`src/rtl/cfgp_pkg.sv`:
```
// Shared constants, types and mode decoding for the configuration pin controller
package cfgp_pkg;

  // Strap codes of the configuration mode pins
  typedef enum logic [2:0] {
    MODE_THREE_WIRE_FLASH_MODE = 3'b000,
    MODE_EXTENDED_FLASH_MODE = 3'b001,
    MODE_MSER = 3'b100,
    MODE_SSER = 3'b101,
    MODE_MPAR = 3'b110,
    MODE_SPAR = 3'b111
  } cfgp_mode_t;

  // Controller sequence
  typedef enum logic [2:0] {
    ST_POR   = 3'b000,
    ST_CLEAR = 3'b001,
    ST_WAIT  = 3'b010,
    ST_CFG   = 3'b011,
    ST_WAKE  = 3'b100,
    ST_TAIL  = 3'b101,
    ST_USER  = 3'b110
  } cfgp_state_t;

  localparam int          DATA_W       = 8;
  localparam int          FIFO_DEPTH   = 8;
  localparam int          SYS_CLK_MHZ  = 100;
  // Least time the init line is pulled low for memory clearing
  localparam int          CLEAR_NS     = 160;
  localparam int          CLEAR_CYC    = (CLEAR_NS * SYS_CLK_MHZ + 999) / 1000;
  // Half period of the master configuration clock
  localparam int          CONFIG_CLOCK_HALF_NS = 40;
  localparam int          CONFIG_CLOCK_HALF    = (CONFIG_CLOCK_HALF_NS * SYS_CLK_MHZ) / 1000;
  // Extra master clocks after wake-up, inside the 100 to 500 window
  localparam int          TAIL_MIN     = 100;
  localparam int          TAIL_MAX     = 500;
  localparam logic [8:0]  TAIL_CLOCKS  = 9'h100;
  localparam logic [7:0]  OPCODE_RST   = 8'h00;
  localparam logic        BYPASS_RST   = 1'b1;

  function automatic logic isMaster(input logic [2:0] m);
    return (m == MODE_MSER) || (m == MODE_MPAR) || (m == MODE_THREE_WIRE_FLASH_MODE) || (m == MODE_EXTENDED_FLASH_MODE);
  endfunction : isMaster

  function automatic logic isSpi(input logic [2:0] m);
    return (m == MODE_THREE_WIRE_FLASH_MODE) || (m == MODE_EXTENDED_FLASH_MODE);
  endfunction : isSpi

  function automatic logic isParallel(input logic [2:0] m);
    return (m == MODE_MPAR) || (m == MODE_SPAR);
  endfunction : isParallel

endpackage : cfgp_pkg

```
`src/rtl/cfgp_pin_ctrl.sv`:
```
// Configuration port pin controller: mode straps, handshake lines, clock and data pins
// How it works
// - Mode straps are sampled at power-on or program request and pick active pins.
// - A falling program request puts the device back into configuration.
// - Program request is ignored while the boundary-scan port owns the device.
// - Init is pulled low, memory cleared and PROM reset while program is low.
// - Configuration does not start while the init line is held low outside.
// - During configuration init is pulled low on any configuration error unless a parallel mode has a select high.
// - Done is low while unprogrammed, released when init, program high and done set.
// - An open-drain done held low outside may delay wake-up until released.
// - Master modes drive the config clock from the internal oscillator; else input.
// - Master clock runs a number of extra clocks after wake-up, then tristates.
// - Configuration pins except SPI flash select, serial out and busy in bypass are tristated after configuration, with weak pull-ups unless the port is kept.
// - Serial modes take data on the serial input pin, which has a pull-up.
// - SPI modes drive flash select, high whenever SPI configuration is not running.
// - Byte pins are inputs on write with selects low, outputs on read.
// - Byte pins stay watched for read-back after configuration only if kept.
// - SPI data pins carry one flash each and are interleaved into bytes.
// - Extended SPI samples byte-pin straps to pick the flash read opcode.
// - With bypass, configured device passes incoming data through to serial out.
// - Parallel bypass sends each byte out bit zero first, ascending.
// - Serial out drives high until the bypass or flow-through step executes.
// - In parallel modes either select high tristates byte, busy and error init; both high clear bypass.
// - Strap codes map to the six documented modes.
// - Busy is driven low only when a byte can be taken or is ready to read.
`timescale 1ns/1ps
module cfgp_pin_ctrl
  import cfgp_pkg::*;
(
  // Clock and reset
  input  wire logic              clk_sys,
  input  wire logic              nrst,
  // Straps and program request pins
  input  wire logic [2:0]        modeStrap,
  input  wire logic              programRequestLow,
  input  wire logic              jtagActive,
  // Init/error open-drain line
  input  wire logic              initErrorLineIn,
  output logic                   initErrorLineOut,
  output logic                   initErrorLineOe,
  // Done line
  input  wire logic              doneLineIn,
  output logic                   doneLineOut,
  output logic                   doneLineOe,
  // Configuration clock
  input  wire logic              configClockIn,
  output logic                   configClockOut,
  output logic                   configClockOe,
  // Serial input or flash select
  input  wire logic              serialInOrFlashSelectIn,
  output logic                   serialInOrFlashSelectOut,
  output logic                   serialInOrFlashSelectOe,
  // Byte port
  input  wire logic [DATA_W-1:0] dataPinIn,
  output logic      [DATA_W-1:0] dataPinOut,
  output logic                   dataPinOe,
  input  wire logic              chipSelectALow,
  input  wire logic              chipSelectBLow,
  input  wire logic              writeDirectionLow,
  output logic                   busyOut,
  output logic                   busyOe,
  // Chain output
  output logic                   serialOutOrChainSelect,
  // Option bits
  input  wire logic              doneOpenDrain,
  input  wire logic              wakeWaitsDone,
  input  wire logic              keepPortAfterConfig,
  input  wire logic              bypassEnable,
  input  wire logic              flowThroughEnable,
  input  wire logic              spiWide,
  // Configuration engine side
  input  wire logic              doneBitProgrammed,
  input  wire logic              configError,
  input  wire logic              wakeupComplete,
  output logic      [DATA_W-1:0] cfgData,
  output logic                   cfgValid,
  input  wire logic              cfgReady,
  input  wire logic [DATA_W-1:0] readbackData,
  input  wire logic              readbackValid,
  output logic                   readbackTake,
  // Status
  output logic      [2:0]        configMode,
  output logic      [7:0]        readOpcodeStrap,
  output logic                   clearMemory,
  output logic                   weakPullUpEnable,
  output logic                   userMode
);
  localparam int SW = 3 + 1 + 1 + 1 + 1 + 1 + 1 + 1 + 1 + DATA_W;

  // Pin synchronisers: the first stage feeds only the second
  logic [SW-1:0] meta_q, sync_q;
  always_ff @(posedge clk_sys or negedge nrst) begin
    if (!nrst) begin
      meta_q <= '1;
      sync_q <= '1;
    end else begin
      meta_q <= {modeStrap, programRequestLow, initErrorLineIn, doneLineIn, configClockIn,
                 serialInOrFlashSelectIn, chipSelectALow, chipSelectBLow, writeDirectionLow, dataPinIn};
      sync_q <= meta_q;
    end
  end

  logic [2:0]        strapS;
  logic              progS, initS, doneS, cclkS, diS, csAS, csBS, wrS;
  logic [DATA_W-1:0] dataS;
  assign {strapS, progS, initS, doneS, cclkS, diS, csAS, csBS, wrS, dataS} = sync_q;

  // Edge history of synchronised pins
  logic progPrev_q, cclkPrev_q;
  always_ff @(posedge clk_sys or negedge nrst) begin
    if (!nrst) begin
      progPrev_q <= 1'b1;
      cclkPrev_q <= 1'b1;
    end else begin
      progPrev_q <= progS;
      cclkPrev_q <= cclkS;
    end
  end

  logic progFall;
  assign progFall = progPrev_q && !progS && !jtagActive;

  // Sequence state
  cfgp_state_t state_q, state_d;
  logic [2:0]  mode_q, mode_d;
  logic [7:0]  opcode_q, opcode_d;
  logic [4:0]  clrCnt_q, clrCnt_d;
  logic [8:0]  tail_q, tail_d;
  logic        err_q, err_d;
  logic        overrun;
  logic        ownRise;
  logic        master, spi, par;

  assign master = isMaster(mode_q);
  assign spi    = isSpi(mode_q);
  assign par    = isParallel(mode_q);

  // Next state of the configuration sequence
  always_comb begin
    state_d  = state_q;
    mode_d   = mode_q;
    opcode_d = opcode_q;
    clrCnt_d = clrCnt_q;
    tail_d   = tail_q;
    err_d    = err_q;
    case (state_q)
      ST_POR: begin
        state_d  = ST_CLEAR;
        clrCnt_d = '0;
      end
      ST_CLEAR: begin
        if (clrCnt_q != 5'(CLEAR_CYC)) begin
          clrCnt_d = 5'(clrCnt_q + 1'b1);
        end else if (progS || jtagActive) begin
          state_d  = ST_WAIT;
          mode_d   = strapS;
          opcode_d = (strapS == MODE_EXTENDED_FLASH_MODE) ? dataS : OPCODE_RST;
        end
      end
      ST_WAIT: begin
        if (initS) begin
          state_d = ST_CFG;
          err_d   = 1'b0;
        end
      end
      ST_CFG: begin
        if (configError || overrun) begin
          err_d = 1'b1;
        end
        if (doneBitProgrammed && !err_q) begin
          state_d = ST_WAKE;
        end
      end
      ST_WAKE: begin
        if (wakeupComplete && (doneS || !wakeWaitsDone)) begin
          state_d = master ? ST_TAIL : ST_USER;
          tail_d  = '0;
        end
      end
      ST_TAIL: begin
        if (tail_q == TAIL_CLOCKS) begin
          state_d = ST_USER;
        end else if (ownRise) begin
          tail_d = 9'(tail_q + 1'b1);
        end
      end
      ST_USER: begin
        state_d = ST_USER;
      end
      default: begin
        state_d = ST_POR;
      end
    endcase
    // Program request restarts from any state unless scan owns the device
    if (progFall) begin
      state_d  = ST_CLEAR;
      clrCnt_d = '0;
    end
  end

  always_ff @(posedge clk_sys or negedge nrst) begin
    if (!nrst) begin
      state_q  <= ST_POR;
      mode_q   <= MODE_SSER;
      opcode_q <= OPCODE_RST;
      clrCnt_q <= '0;
      tail_q   <= '0;
      err_q    <= 1'b0;
    end else begin
      state_q  <= state_d;
      mode_q   <= mode_d;
      opcode_q <= opcode_d;
      clrCnt_q <= clrCnt_d;
      tail_q   <= tail_d;
      err_q    <= err_d;
    end
  end

  logic configuring, configured;
  assign configuring = (state_q == ST_CFG);
  assign configured  = doneBitProgrammed && (state_q >= ST_WAKE);

  // Master clock divider; stalls while the FIFO is full so no byte is lost
  logic [3:0] div_q, div_d;
  logic       config_clock_q, config_clock_d;
  logic       clkRun, fifoInReady;
  assign clkRun = master && (configuring || state_q == ST_WAKE || state_q == ST_TAIL)
                  && (fifoInReady || configured);
  always_comb begin
    div_d  = div_q;
    config_clock_d = config_clock_q;
    if (!clkRun) begin
      div_d  = '0;
      config_clock_d = 1'b0;
    end else if (div_q == 4'(CONFIG_CLOCK_HALF - 1)) begin
      div_d  = '0;
      config_clock_d = !config_clock_q;
    end else begin
      div_d = 4'(div_q + 1'b1);
    end
  end

  always_ff @(posedge clk_sys or negedge nrst) begin
    if (!nrst) begin
      div_q  <= '0;
      config_clock_q <= 1'b0;
    end else begin
      div_q  <= div_d;
      config_clock_q <= config_clock_d;
    end
  end

  assign ownRise = clkRun && !config_clock_q && config_clock_d;

  logic edgeStb;
  assign edgeStb = master ? ownRise : (cclkS && !cclkPrev_q);

  // Byte assembly from serial, SPI or parallel pins
  logic [DATA_W-1:0] asm_q, asm_d, push_q, push_d;
  logic [2:0]        bitCnt_q, bitCnt_d;
  logic              pushV_q, pushV_d;
  logic              selLow, wrPort, rdPort, bothHigh;
  logic              bypassActive, bypByteReady, bypassOut;
  assign selLow   = !csAS && !csBS;
  assign bothHigh = csAS && csBS;
  assign wrPort   = par && selLow && !wrS;
  assign rdPort   = par && selLow && wrS && (configuring || keepPortAfterConfig);
  assign bypassActive = bypassEnable && configured;

  always_comb begin
    asm_d    = asm_q;
    bitCnt_d = bitCnt_q;
    push_d   = push_q;
    pushV_d  = 1'b0;
    if (edgeStb && configuring) begin
      if (par) begin
        if (wrPort) begin
          push_d  = dataS;
          pushV_d = 1'b1;
        end
      end else if (spi && spiWide) begin
        push_d  = dataS;
        pushV_d = 1'b1;
      end else begin
        asm_d    = {asm_q[DATA_W-2:0], spi ? dataS[0] : diS};
        bitCnt_d = 3'(bitCnt_q + 1'b1);
        if (bitCnt_q == 3'h7) begin
          push_d  = {asm_q[DATA_W-2:0], spi ? dataS[0] : diS};
          pushV_d = 1'b1;
        end
      end
    end
    if (state_q == ST_CLEAR) begin
      bitCnt_d = '0;
    end
  end

  always_ff @(posedge clk_sys or negedge nrst) begin
    if (!nrst) begin
      asm_q    <= '0;
      bitCnt_q <= '0;
      push_q   <= '0;
      pushV_q  <= 1'b0;
    end else begin
      asm_q    <= asm_d;
      bitCnt_q <= bitCnt_d;
      push_q   <= push_d;
      pushV_q  <= pushV_d;
    end
  end

  // Slave data arriving with no room is a configuration error
  assign overrun = pushV_q && !fifoInReady;

  cfgp_fifo #(
    .WIDTH (DATA_W),
    .DEPTH (FIFO_DEPTH)
  ) uFifo (
    .clk_sys  (clk_sys),
    .nrst     (nrst),
    .flush    (state_q == ST_CLEAR),
    .inData   (push_q),
    .inValid  (pushV_q),
    .inReady  (fifoInReady),
    .outData  (cfgData),
    .outValid (cfgValid),
    .outReady (cfgReady)
  );

  // Bypass path after configuration
  cfgp_bypass uBypass (
    .clk_sys   (clk_sys),
    .nrst      (nrst),
    .clear     ((par && bothHigh) || state_q == ST_CLEAR),
    .byteMode  (par),
    .edgeStb   (edgeStb && bypassActive),
    .bitIn     (diS),
    .byteIn    (dataS),
    .byteValid (wrPort),
    .byteReady (bypByteReady),
    .serOut    (bypassOut)
  );

  // Read-back byte register
  logic [DATA_W-1:0] rdData_q, rdData_d;
  always_comb begin
    rdData_d     = rdData_q;
    readbackTake = 1'b0;
    if (rdPort && readbackValid && edgeStb) begin
      rdData_d     = readbackData;
      readbackTake = 1'b1;
    end
  end

  always_ff @(posedge clk_sys or negedge nrst) begin
    if (!nrst) begin
      rdData_q <= '0;
    end else begin
      rdData_q <= rdData_d;
    end
  end

  // Init line: low while clearing, and on errors during configuration
  assign initErrorLineOut = 1'b0;
  assign initErrorLineOe  = (state_q == ST_CLEAR) || (state_q == ST_POR)
                            || (configuring && err_q && !(par && !selLow));
  assign clearMemory      = (state_q == ST_CLEAR);

  // Done line: low until programmed, then released or driven high
  logic doneRelease;
  assign doneRelease = configured && initS && progS;
  assign doneLineOut = doneRelease;
  assign doneLineOe  = !doneRelease || !doneOpenDrain;

  // Clock pin direction follows the sampled mode
  assign configClockOut = config_clock_q;
  assign configClockOe  = clkRun;

  // Flash select driven in SPI modes, low only while loading
  assign serialInOrFlashSelectOut = !(spi && configuring);
  assign serialInOrFlashSelectOe  = spi;

  // Byte port drive and busy handshake
  assign dataPinOut = rdData_q;
  assign dataPinOe  = rdPort;
  assign busyOut    = !((wrPort && (bypassActive ? bypByteReady : fifoInReady)) || (rdPort && readbackValid));
  assign busyOe     = par && selLow && (configuring || bypassActive || keepPortAfterConfig);

  // Chain output: high until bypass or flow-through takes over
  assign serialOutOrChainSelect = bypassActive ? bypassOut
                                  : !(flowThroughEnable && par && configured);

  // Status
  assign configMode       = mode_q;
  assign readOpcodeStrap  = opcode_q;
  assign userMode         = (state_q == ST_USER);
  assign weakPullUpEnable = (state_q == ST_USER) && !keepPortAfterConfig;

endmodule : cfgp_pin_ctrl

```
`src/rtl/cfgp_fifo.sv`:
```
// Small synchronous FIFO between the pin sampler and the configuration engine
`timescale 1ns/1ps
module cfgp_fifo
  import cfgp_pkg::*;
#(
  parameter int WIDTH = DATA_W,
  parameter int DEPTH = FIFO_DEPTH
) (
  // Clock and reset
  input  wire logic             clk_sys,
  input  wire logic             nrst,
  input  wire logic             flush,
  // Fill side
  input  wire logic [WIDTH-1:0] inData,
  input  wire logic             inValid,
  output logic                  inReady,
  // Drain side
  output logic      [WIDTH-1:0] outData,
  output logic                  outValid,
  input  wire logic             outReady
);
  localparam int AW = $clog2(DEPTH);

  logic [WIDTH-1:0] mem [DEPTH];
  logic [AW-1:0]    wrPtr_q, wrPtr_d, rdPtr_q, rdPtr_d;
  logic [AW:0]      count_q, count_d;
  logic             push, pop;

  // Honest flags from the fill count
  assign inReady  = (count_q < (AW + 1)'(DEPTH));
  assign outValid = (count_q != '0);
  assign outData  = mem[rdPtr_q];
  assign push     = inValid && inReady;
  assign pop      = outValid && outReady;

  // Pointer and count update
  always_comb begin
    wrPtr_d = push ? AW'(wrPtr_q + 1'b1) : wrPtr_q;
    rdPtr_d = pop ? AW'(rdPtr_q + 1'b1) : rdPtr_q;
    count_d = (AW + 1)'(count_q + push - pop);
    if (flush) begin
      wrPtr_d = '0;
      rdPtr_d = '0;
      count_d = '0;
    end
  end

  always_ff @(posedge clk_sys or negedge nrst) begin
    if (!nrst) begin
      wrPtr_q <= '0;
      rdPtr_q <= '0;
      count_q <= '0;
    end else begin
      wrPtr_q <= wrPtr_d;
      rdPtr_q <= rdPtr_d;
      count_q <= count_d;
    end
  end

  // Storage has no reset; only written words are ever read
  always_ff @(posedge clk_sys) begin
    if (push) begin
      mem[wrPtr_q] <= inData;
    end
  end

endmodule : cfgp_fifo

```
`src/rtl/cfgp_bypass.sv`:
```
// Bypass register that passes chain data to the next device, LSB first for bytes
`timescale 1ns/1ps
module cfgp_bypass
  import cfgp_pkg::*;
(
  // Clock and reset
  input  wire logic              clk_sys,
  input  wire logic              nrst,
  input  wire logic              clear,
  // Control
  input  wire logic              byteMode,
  input  wire logic              edgeStb,
  // Data in
  input  wire logic              bitIn,
  input  wire logic [DATA_W-1:0] byteIn,
  input  wire logic              byteValid,
  output logic                   byteReady,
  // Serial out
  output logic                   serOut
);
  logic [DATA_W-1:0] shift_q, shift_d;
  logic [2:0]        left_q, left_d;
  logic              out_q, out_d;

  assign byteReady = byteMode && (left_q == 3'h0);
  assign serOut    = out_q;

  // One bit per configuration clock edge
  always_comb begin
    shift_d = shift_q;
    left_d  = left_q;
    out_d   = out_q;
    if (clear) begin
      shift_d = '0;
      left_d  = 3'h0;
      out_d   = BYPASS_RST;
    end else if (edgeStb && !byteMode) begin
      out_d = bitIn;
    end else if (edgeStb && left_q != 3'h0) begin
      out_d   = shift_q[0];
      shift_d = {1'b0, shift_q[DATA_W-1:1]};
      left_d  = 3'(left_q - 1'b1);
    end else if (edgeStb && byteValid) begin
      out_d   = byteIn[0];
      shift_d = {1'b0, byteIn[DATA_W-1:1]};
      left_d  = 3'h7;
    end
  end

  always_ff @(posedge clk_sys or negedge nrst) begin
    if (!nrst) begin
      shift_q <= '0;
      left_q  <= 3'h0;
      out_q   <= BYPASS_RST;
    end else begin
      shift_q <= shift_d;
      left_q  <= left_d;
      out_q   <= out_d;
    end
  end

endmodule : cfgp_bypass

```
`config.mk`:
```
export PLATFORM = sky130hd
export DESIGN_NAME = cfgp_pin_ctrl
export DESIGN_NICKNAME = d
export VERILOG_FILES = /design/src/rtl/cfgp_pkg.sv /design/src/rtl/cfgp_pin_ctrl.sv /design/src/rtl/cfgp_fifo.sv /design/src/rtl/cfgp_bypass.sv
export SDC_FILE = /design/constraint.sdc
export NUM_CORES = 1
export LEC_CHECK = 0
export BUFFER_PORTS_ARGS = -buffer_cell sky130_fd_sc_hd__buf_2
export CAP_MARGIN = 20
export CELL_PAD_IN_SITES_DETAIL_PLACEMENT = 0
export CELL_PAD_IN_SITES_GLOBAL_PLACEMENT = 1
export CORE_ASPECT_RATIO = 2
export CORE_MARGIN = 4
export CORE_UTILIZATION = 44
export DETAILED_ROUTE_END_ITERATION = 6
export PLACE_DENSITY = 0.75
export SLEW_MARGIN = 5
export SYNTH_ARGS = -nofsm -noshare
export SYNTH_HDL_FRONTEND = slang
export SYNTH_HIERARCHICAL = 1
export SYNTH_SLANG_ARGS = --single-unit
```
`constraint.sdc`:
```
create_clock -name clk_sys -period 2.6 [get_ports clk_sys]
set_clock_uncertainty 0.15 [all_clocks]
set_input_delay 0.26 -clock clk_sys [delete_from_list [all_inputs] [get_ports clk_sys]]
set_output_delay 0.26 -clock clk_sys [all_outputs]
set_load 0.02 [all_outputs]
```
==> impl_metrics.csv, run 1 <==
group,metric,value,unit
status,run_status,"finished, final reports clean",
sta,tns,0,ps
final_layout,area.sequential,5030,µm²
final_layout,layout_common_cells,"80 x buf_2, 79 x dfrtp_1, 64 x edfxtp_1",
routing,antenna_left,0,
routing,wl_met2,10900,µm
sta,setup_viol,0,
floorplanning,core,17900,µm²
sta,setup_slack,30.4,ps
logic_synthesis,seq_area_frac_synth,62.8,%
grt,grt_use_total,18.4,%
clock_network,tritoncts,"done",
logic_synthesis,synth_edf_count,64,
routing,avgViaCountPerCell,5.37,
grt,antenna_found_initial,0,
routing,drtIter0Drc,229,
logic_synthesis,syn_nets,652,
floorplanning,ios,85,
sta,fmax,0.389,GHz
logic_synthesis,synth_area,8010,µm²
floorplanning,die_w,103,µm
setup_path,worst-path-max-fanout,4,
logic_synthesis,avgSynthCellArea,13.5,µm²
logic_synthesis,synthArstFlopShare,65.6,%
routing,wl_met3,557,µm
setup_path,arrival,2160,ps
routing,wl_met1,6120,µm
setup_path,crit_path_top_delay_cell,"or4b_4",
placed_design,hpwl,13400,µm
power,power.leakage,4.14,nW
placed_design,place_congestion,0.891,
job,cap_violations,0,
setup_path,critPathLaunchType,"flop",
clock_network,clk_latency,430,ps
routing,num_vias,5193,
grt,grt_max_degree,47,
logic_synthesis,synth_ff_type,"dfrtp_1",
power,power.density,807,nW/µm²
grt,gr-total-overflow,0,
clock_network,clockBufferDepth,2,
routing,drcViolationCount,0,
clock_network,cts.clk_slew.worst_paths,70,ps
final_layout,multi_input_area,2820,µm²
final_layout,layout_commonest_cell,"buf_2",
sta,slew_headroom,38.0,%
setup_path,crit_path_end_kind,"primary output",
floorplanning,dieArea,20600,µm²
final_layout,diodes,0,
sta,drv_slew,0,
routing,drtPass1Iterations,5,
placed_design,portBuffers,83,
setup_path,crit_required,2190,ps
floorplanning,initial_core_util,44.8,%
power,p_total,7.93,mW
floorplanning,rows,69,
sta,rsz0062_at_grt,"true",
setup_path,cpPeakStageDelay,480,ps
floorplanning,die_h,199,µm
logic_synthesis,ys_ff_latch,186,
placed_design,dpl-instance-area,8850,µm²
logic_synthesis,synth.distinct_cells,64,
sta,worst_pin_slew,928,ps
final_layout,final_nets,799,
worst_hold_path,min_path_type,"input port to flop",
power,vdd_drop_max,543,µV
final_layout,final_area,9830,µm²
final_layout,fillers,1493,
clock_network,cts_buffers,17,
placed_design,place_ws,-33.6,ps
final_layout,area_growth_syn_to_layout,22.7,%
grt,grt_pass1_wl,28400,µm
worst_hold_path,hold_depth,3,
sta,fin_crit_sh,98.8,%
clock_network,cts-root-buf,"clkbuf_16",
setup_path,rr_worst_depth,7,
routing,wirelength,18100,µm
routing,dr.max_layer_used,"met4",
final_layout,drive_above_1_share,34.1,%
logic_synthesis,ys_warn_count,6,
logic_synthesis,netlist_instances,594,
sta,finalHoldViolations,0,
setup_path,worstPathCellList,"ha_4 > or4b_4 > nor3_4 > a21oi_2 > nor2_2 > buf_6",
clock_network,cts-htree-levels,4,
sta,fin_crit,2570,ps
clock_network,cts_sinks,186,
routing,avgRoutedWirePerCell,18.8,µm
grt,grt_pass1_vias,5522,
setup_path,crit_type,"flop to primary output",
==> layer usage <==
layer | vias up | GRT usage (%)
met5 | - | 0
met4 | 0 | 7.93
met3 | 35 | 3.30
met2 | 109 | 35.7
met1 | 2590 | 18.3
li1 | 2459 | -
==> final timing paths <==
| kind | from | end | slack [ps] |
|---|---|---|---|
| max in group asynchronous | nrst | meta_q[14] | 1380 |
| min | configError | err_q | 20 |
| max reg2reg | div_q[0] | dataPinOut[6] | 40 |
| max | div_q[0] | readbackTake | 30 |
| min reg2reg | meta_q[9] | sync_q[9] | 210 |
| min in group asynchronous | nrst | clrCnt_q[3] | 180 |
==> through the flow <==
step / utilization (%) / hold WS, ps / cells
2_1_floorplan: - / -186 / 594
3_3_place_gp: 49.5 / 107 / 904
3_5_place_dp: 49.5 / 111 / 904
4_1_cts: 54.5 / 11.9 / 964
5_1_grt: 55.0 / 41.0 / 967
6_report: 55.0 / 21.0 / 967
==> synth_stat cells, types with 3 or more instances <==
master	n	area (µm²)
dfrtp_1	79	1980
edfxtp_1	64	1920
nand2_1	59	221
dfstp_2	43	1130
nor2_1	41	154
mux2_2	32	360
o21ai_0	26	130
inv_1	22	82.6
nand3_1	22	110
a21oi_1	20	100
ha_1	16	200
mux4_1	16	420
clkbuf_1	12	45.0
nand2b_1	12	75.1
xor2_1	9	78.8
mux2_4	8	120
nand3b_1	8	60.1
and3_1	7	43.8
nor2b_1	7	43.8
a311oi_1	6	52.6
nand4_1	5	31.3
nor3_1	5	25.0
or3_1	5	31.3
and2_1	4	25.0
buf_2	4	20.0
mux2i_1	4	40.0
a211oi_1	3	22.5
nor3b_1	3	22.5
o211ai_1	3	22.5
o21ai_1	3	15.0
o31ai_1	3	22.5
==> cell type report <==
cell class              instances  area share (%)
flip-flops and latches        186            51.2
multi-input cells             364            28.7
repair buffers                150            10.4
clock buffers                  17            4.33
well taps                     213            2.71
clock inverters                15            1.88
inverters                      22           0.840
==> cells by family after synthesis <==
logic type      share of synthesized area, %
fa+ha+maj                               2.75
flops                                   62.8
other cells                           0.0468
buf+inv                                 2.61
simple gates                            13.2
compound gates                          5.79
xor+xnor                                1.09
mux                                     11.7
==> power by group <==
group / internal (mW) / leakage, nW / switching, mW
Combinational: 0.803 / 1.82 / 1.00
Sequential: 3.26 / 2.03 / 0.209
Clock: 1.46 / 0.293 / 1.20
==> state kept, by name, summed over array words and instances, names as in the netlist, 4 cells and up <==
signal / cells
asm_q: 7
clrCnt_q: 5
dataPinOut: 8
div_q: 4
meta_q: 19
push_q: 8
readOpcodeStrap: 8
sync_q: 19
tail_q: 9
uBypass/shift_q: 7
uFifo/count_q: 4
uFifo/mem: 64
==> critical path, delay by kind of cell, from the launching register on <==
family	cells	cell delay (ps)
flops	1	400
compound gates	1	110
buf+inv	1	140
fa+ha+maj	1	160
simple gates	3	920
==> timing repair <==
item	CTS	global route
hold buffers	28	0
setup buffers	0	3
pin swaps	1	6
setup endpoints to repair	11	21
resized for setup	3	15
endpoints found under the hold margin	63	0
Power figures use the tool's default switching activity.
==> run 2: changes to the inputs <==
--- a/config.mk
+++ b/config.mk
@@ -7,12 +7,13 @@
 export LEC_CHECK = 0
 export BUFFER_PORTS_ARGS = -buffer_cell sky130_fd_sc_hd__buf_2
 export CAP_MARGIN = 20
-export CELL_PAD_IN_SITES_DETAIL_PLACEMENT = 0
-export CELL_PAD_IN_SITES_GLOBAL_PLACEMENT = 1
+export CELL_PAD_IN_SITES_DETAIL_PLACEMENT = 1
+export CELL_PAD_IN_SITES_GLOBAL_PLACEMENT = 2
 export CORE_ASPECT_RATIO = 2
 export CORE_MARGIN = 4
-export CORE_UTILIZATION = 44
+export CORE_UTILIZATION = 37
 export DETAILED_ROUTE_END_ITERATION = 6
+export HOLD_SLACK_MARGIN = 0.05
 export PLACE_DENSITY = 0.75
 export SLEW_MARGIN = 5
 export SYNTH_ARGS = -nofsm -noshare
==> run 2 against run 1 <==
Effect of this change: design area rose by 0.93%; clock-buffer cell count grew 1; power down 1.1%; clock power is 4% lower; first-iteration DRC count shrank 32%; via count up 1.8%; die area up 18%; sequential power about the same; largest power group unchanged; highest routed layer unchanged.
==> impl_metrics.csv, run 2 (synthesis results as in run 1) <==
group,metric,value,unit
sta,rsz0062_at_grt,"true",
floorplanning,core,21100,µm²
clock_network,cts.clk_slew.worst_paths,70,ps
grt,gr-total-overflow,0,
sta,fin_crit,2580,ps
routing,avgViaCountPerCell,5.14,
floorplanning,ios,85,
power,seq_power_share,44.4,%
routing,drtPass1Iterations,4,
final_layout,final_nets,804,
clock_network,cts_sinks,186,
setup_path,reg2reg_slack,110,ps
worst_hold_path,min_to,"state_q[1]",
final_layout,drive_above_1_share,34.0,%
grt,grt_max_degree,46,
power,clkPwrFrac,32.6,%
setup_path,crit_required,2190,ps
power,switching_share,30.9,%
placed_design,dpl-instance-area,8940,µm²
final_layout,area.sequential,5030,µm²
power,power_frac_comb,23.0,%
floorplanning,die_h,216,µm
floorplanning,dieArea,24200,µm²
routing,wirelength,19800,µm
grt,grt_pass1_vias,6021,
final_layout,area_growth_syn_to_layout,23.9,%
worst_hold_path,min_path_type,"input port to flop",
floorplanning,die_w,112,µm
sta,fmax,0.388,GHz
power,power.density,790,nW/µm²
job,cap_violations,0,
setup_path,crit_type,"flop to primary output",
grt,antenna_found_initial,0,
worst_hold_path,worstHoldStart,"jtagActive",
setup_path,crit_path_end_kind,"primary output",
final_layout,layout_commonest_cell,"buf_2",
clock_network,cts-htree-levels,4,
setup_path,critPathLaunchType,"flop",
grt,grt_pass1_wl,31700,µm
clock_network,cts_buffers,17,
placed_design,portBuffers,83,
sta,fin_crit_sh,99.1,%
clock_network,clk_latency,440,ps
grt,grt_use_total,17.0,%
placed_design,place_congestion,0.815,
sta,drv_slew,0,
worst_hold_path,hold_depth,4,
routing,drtIter0Drc,156,
sta,whs,98.6,ps
routing,antenna_left,0,
status,run_status,"finished, final reports clean",
routing,num_vias,5287,
sta,setup_viol,0,
clock_network,clockBufferDepth,2,
final_layout,multi_input_area,2820,µm²
floorplanning,initial_core_util,37.9,%
floorplanning,rows,75,
setup_path,r2r_start,"div_q[1]",
final_layout,reg_top3,"uFifo/mem x64, meta_q x19, sync_q x19",
final_layout,final_area,9920,µm²
final_layout,diodes,0,
final_layout,layout_common_cells,"80 x buf_2, 78 x dfrtp_1, 64 x edfxtp_1",
routing,drcViolationCount,0,
setup_path,worst-path-max-fanout,4,
power,intPower,5.42,mW
setup_path,r2r_end,"tail_q[4]",
placed_design,hpwl,14900,µm
clock_network,tritoncts,"done",
final_layout,regMostFlops,"uFifo/mem",
power,power.leakage,4.16,nW
routing,avgRoutedWirePerCell,19.2,µm
sta,finalHoldViolations,0,
clock_network,cts-root-buf,"clkbuf_16",
power,vdd_drop_max,464,µV
setup_path,arrival,2170,ps
power,switchingPower,2.43,mW
setup_path,rr_worst_depth,8,
final_layout,fillers,2230,
final_layout,largest_register_ff_count,64,
sta,worst_pin_slew,698,ps
sta,slew_headroom,53.2,%
[run 2: final cells by class]
class,instances,area share [%]
inverter,22,0.832
sequential,186,50.7
clock buffer,18,4.33
tap,269,3.39
multi-input combinational,365,28.4
timing repair buffer,154,10.7
clock inverter,14,1.61
[run 2: worst max-delay path by stage]
| stage | endpoint | from | cells after the start |
|---|---|---|---|
| finish | readbackTake | div_q[1] | 6 |
| detailed placement | uBypass/shift_q[5] | div_q[0] | 9 |
| global route | readbackTake | div_q[0] | 6 |
| CTS | readbackTake | div_q[0] | 6 |
| global placement | dataPinOut[0] | div_q[0] | 7 |
| floorplan | asm_q[5] | configMode[2] | 6 |
[run 2: power groups by stage]
| stage | sequential [mW] | clock [mW] | combinational, mW |
|---|---|---|---|
| after detailed placement | 3.54 | 0 | 1.76 |
| after CTS | 3.49 | 2.64 | 1.82 |
| final | 3.48 | 2.56 | 1.80 |
| after global placement | 3.52 | 0 | 1.70 |
| after floorplan | 3.43 | 0 | 1.25 |
| after global routing | 3.52 | 2.75 | 1.98 |
[run 2: per-stage QoR]
| stage | power [mW] | setup TNS [ps] | cells | worst slack [ps] | utilization [%] |
|---|---|---|---|---|---|
| 6_report | 7.84 | 0 | 1028 | 23.5 | 47.0 |
| 5_1_grt | 8.25 | -62.2 | 1028 | -62.2 | 47.0 |
| 4_1_cts | 7.95 | -5.49 | 1024 | -5.49 | 46.7 |
| 3_5_place_dp | 5.30 | -674 | 960 | -73.1 | 42.3 |
| 3_3_place_gp | 5.22 | -81.4 | 960 | -11.1 | 42.3 |
| 2_1_floorplan | 4.68 | 0 | 594 | 31.6 | - |
[run 2: routing by layer]
| metal | share of wire, % | routed length (µm) | GRT usage, % | vias to the layer above |
|---|---|---|---|---|
| met1 | 33 | 6520 | 15.7 | 2698 |
| met5 | 0 | 0 | 0 | - |
| met2 | 61 | 12000 | 34.2 | 98 |
| li1 | - | - | - | 2456 |
| met3 | 2.6 | 523 | 3.60 | 35 |
| met4 | 3.5 | 702 | 7.74 | 0 |
[run 2: repair_timing]
action                     4_1_cts  5_1_grt
hold endpoints to repair        85        0
setup endpoints to repair       18       26
hold buffers                    30        0
cloned                           0        1
resized for setup                8        6
setup buffers                    3        3
pin swaps                        4        2
[run 2: worst max-delay path, stage by stage, from the launching register on]
cell and delay, ps:
dfrtp_1 390, ha_4 160, or4b_4 500, nor3_4 190, a21oi_2 100, nor2_2 220, buf_6 150
==> run 3: changes to the inputs <==
==> constraint.sdc (replaced) <==
create_clock -name clk_sys -period 2.6 [get_ports clk_sys]
set_clock_uncertainty 0.15 [all_clocks]
set_input_delay 0.13 -clock clk_sys [delete_from_list [all_inputs] [get_ports clk_sys]]
set_output_delay 0.13 -clock clk_sys [all_outputs]
set_load 0.02 [all_outputs]
==> run 3 against run 2 <==
Effect of this change: the run now ends with negative setup slack left; flip-flop and latch count unchanged; sequential share of layout area fell by 0.18 points; final cell count up 0.49%; sequential power hardly changed; design area grew 0.33%; first-iteration DRC count rose by 37%.
==> impl_metrics.csv, run 3 (synthesis results as in run 1) <==
group,metric,value,unit
status,run_status,"complete, but fails checks",
status,violations,"negative setup slack",
floorplanning,initial_core_util,37.9,%
grt,grt_use_met2,33.4,%
setup_path,reg2reg_slack,-30,ps
placed_design,hpwl,14600,µm
final_layout,layout_common_cells,"82 x buf_2, 79 x dfrtp_1, 64 x edfxtp_1",
clock_network,tritoncts,"done",
clock_network,cts-htree-levels,4,
power,switchingPower,2.37,mW
power,p_total,7.69,mW
setup_path,worst-path-max-fanout,8,
power,intPower,5.32,mW
final_layout,area.sequential,5030,µm²
final_layout,diodes,0,
final_layout,layout_commonest_cell,"buf_2",
placed_design,dpl.cell_count,958,
power,switching_share,30.9,%
power,power.density,773,nW/µm²
setup_path,r2r_start,"div_q[0]",
final_layout,final_util,47.1,%
setup_path,crit_type,"flop to flop",
floorplanning,ios,85,
setup_path,crit_required,2780,ps
power,vdd_drop_max,442,µV
clock_network,cts_buffers,17,
power,seq_power_share,45.3,%
sta,drv_slew,0,
grt,use_met3,2.76,%
power,power.leakage,4.17,nW
sta,rsz0062_at_grt,"true",
final_layout,largest_register_ff_count,64,
sta,fin_crit,2630,ps
routing,num_vias,5279,
clock_network,cts.clk_slew.worst_paths,70,ps
final_layout,fillers,2207,
sta,worst_pin_slew,686,ps
floorplanning,rows,75,
routing,avgViaCountPerCell,5.11,
grt,use_met1,15.3,%
sta,finalHoldViolations,0,
final_layout,reg_top3,"uFifo/mem x64, meta_q x19, sync_q x19",
routing,avgRoutedWirePerCell,18.8,µm
clock_network,cts-root-buf,"clkbuf_16",
floorplanning,core,21100,µm²
final_layout,drive_above_1_share,34.2,%
setup_path,arrival,2800,ps
grt,grt_pass1_vias,5879,
setup_path,critPathLaunchType,"flop",
placed_design,place_ws,-91.3,ps
grt,grt_use_total,16.6,%
floorplanning,dieArea,24200,µm²
job,cap_violations,0,
final_layout,area_growth_syn_to_layout,24.3,%
clock_network,clockBufferDepth,2,
grt,grt_pass1_wl,31000,µm
sta,slew_headroom,54.0,%
sta,fin_crit_sh,101,%
routing,wirelength,19400,µm
power,clkPwrFrac,31.7,%
routing,drcViolationCount,0,
clock_network,cts_sinks,186,
setup_path,rr_worst_depth,8,
sta,setup_slack,-25.1,ps
sta,setup_viol,8,
final_layout,final_nets,809,
final_layout,instances_no_fill,1033,
placed_design,dpl-instance-area,8920,µm²
clock_network,clk_latency,440,ps
grt,antenna_found_initial,0,
routing,drtIter0Drc,214,
floorplanning,die_h,216,µm
worst_hold_path,min_path_type,"input port to asynchronous set/reset pin",
placed_design,portBuffers,83,
placed_design,place_congestion,0.807,
setup_path,crit_path_end_kind,"flop",
setup_path,r2r_end,"dataPinOut[1]",
grt,grt_max_degree,49,
routing,drtPass1Iterations,4,
power,power_frac_comb,23.0,%
grt,top_usage_layer,"met2",
routing,antenna_left,0,
grt,gr-total-overflow,0,
final_layout,final_area,9950,µm²
final_layout,regMostFlops,"uFifo/mem",
final_layout,multi_input_area,2830,µm²
sta,fmax,0.381,GHz
floorplanning,die_w,112,µm
[run 3: cell types whose count changed in the layout (fill, tap and decap cells not counted), sizes merged]
cell and change:
buf +3, dlygate4sd3 +3, clkinvlp +2, bufinv -1, clkbuf +1, clkinv -1, inv -1, nor2 -1
[run 3: worst max-delay path, cell delays in order, from the launching register on]
cell	delay (ps)
dfrtp_1	420
ha_4	170
or4b_4	500
nor3_4	270
buf_6	150
nor2_4	40
or3_4	360
buf_8	160
mux2_4	290
[run 3: power by group through the flow]
stage	Sequential (mW)	Clock (mW)	Combinational (mW)
detailed placement	3.55	0	1.74
CTS	3.49	2.52	1.80
global route	3.52	2.64	1.98
finish	3.49	2.44	1.77
global placement	3.53	0	1.69
floorplan	3.43	0	1.25
[run 3: worst max path at each step]
stage / start / to / slack [ps] / depth (start not counted)
5_1_grt: div_q[0] / uBypass/shift_q[6] / -70 / 10
3_5_place_dp: div_q[0] / uBypass/shift_q[5] / -90 / 9
3_3_place_gp: div_q[0] / dataPinOut[0] / -10 / 7
4_1_cts: div_q[0] / dataPinOut[1] / 2 / 7
6_report: div_q[0] / dataPinOut[1] / -30 / 8
2_1_floorplan: configMode[2] / asm_q[5] / 30 / 6
[run 3: per-layer routing]
layer / routed length [µm] / vias up
li1: - / 2464
met4: 803 / 0
met5: 0 / -
met2: 11800 / 95
met1: 6300 / 2680
met3: 480 / 40
[run 3: stage by stage]
step                      TNS, ps  hold WS (ps)
after floorplan                 0          -316
after global placement       -102          11.8
after detailed placement     -905          25.8
after CTS                       0          60.8
after global routing         -567           102
final                        -141          68.0
[run 3: area by class of cell]
type                    count  share of cell area, %
inverters                  22                  0.867
repair buffers            160                   11.2
clock buffers              19                   4.45
well taps                 269                   3.38
clock inverters            13                   1.13
flip-flops and latches    186                   50.5
multi-input cells         364                   28.4
[run 3: timing repair]
action / in CTS / in global routing
hold endpoints to repair: 123 / 0
endpoints found under the setup margin: 18 / 22
gates resized for setup: 3 / 15
setup buffers: 2 / 8
hold buffers: 33 / 0
pin swaps: 2 / 10
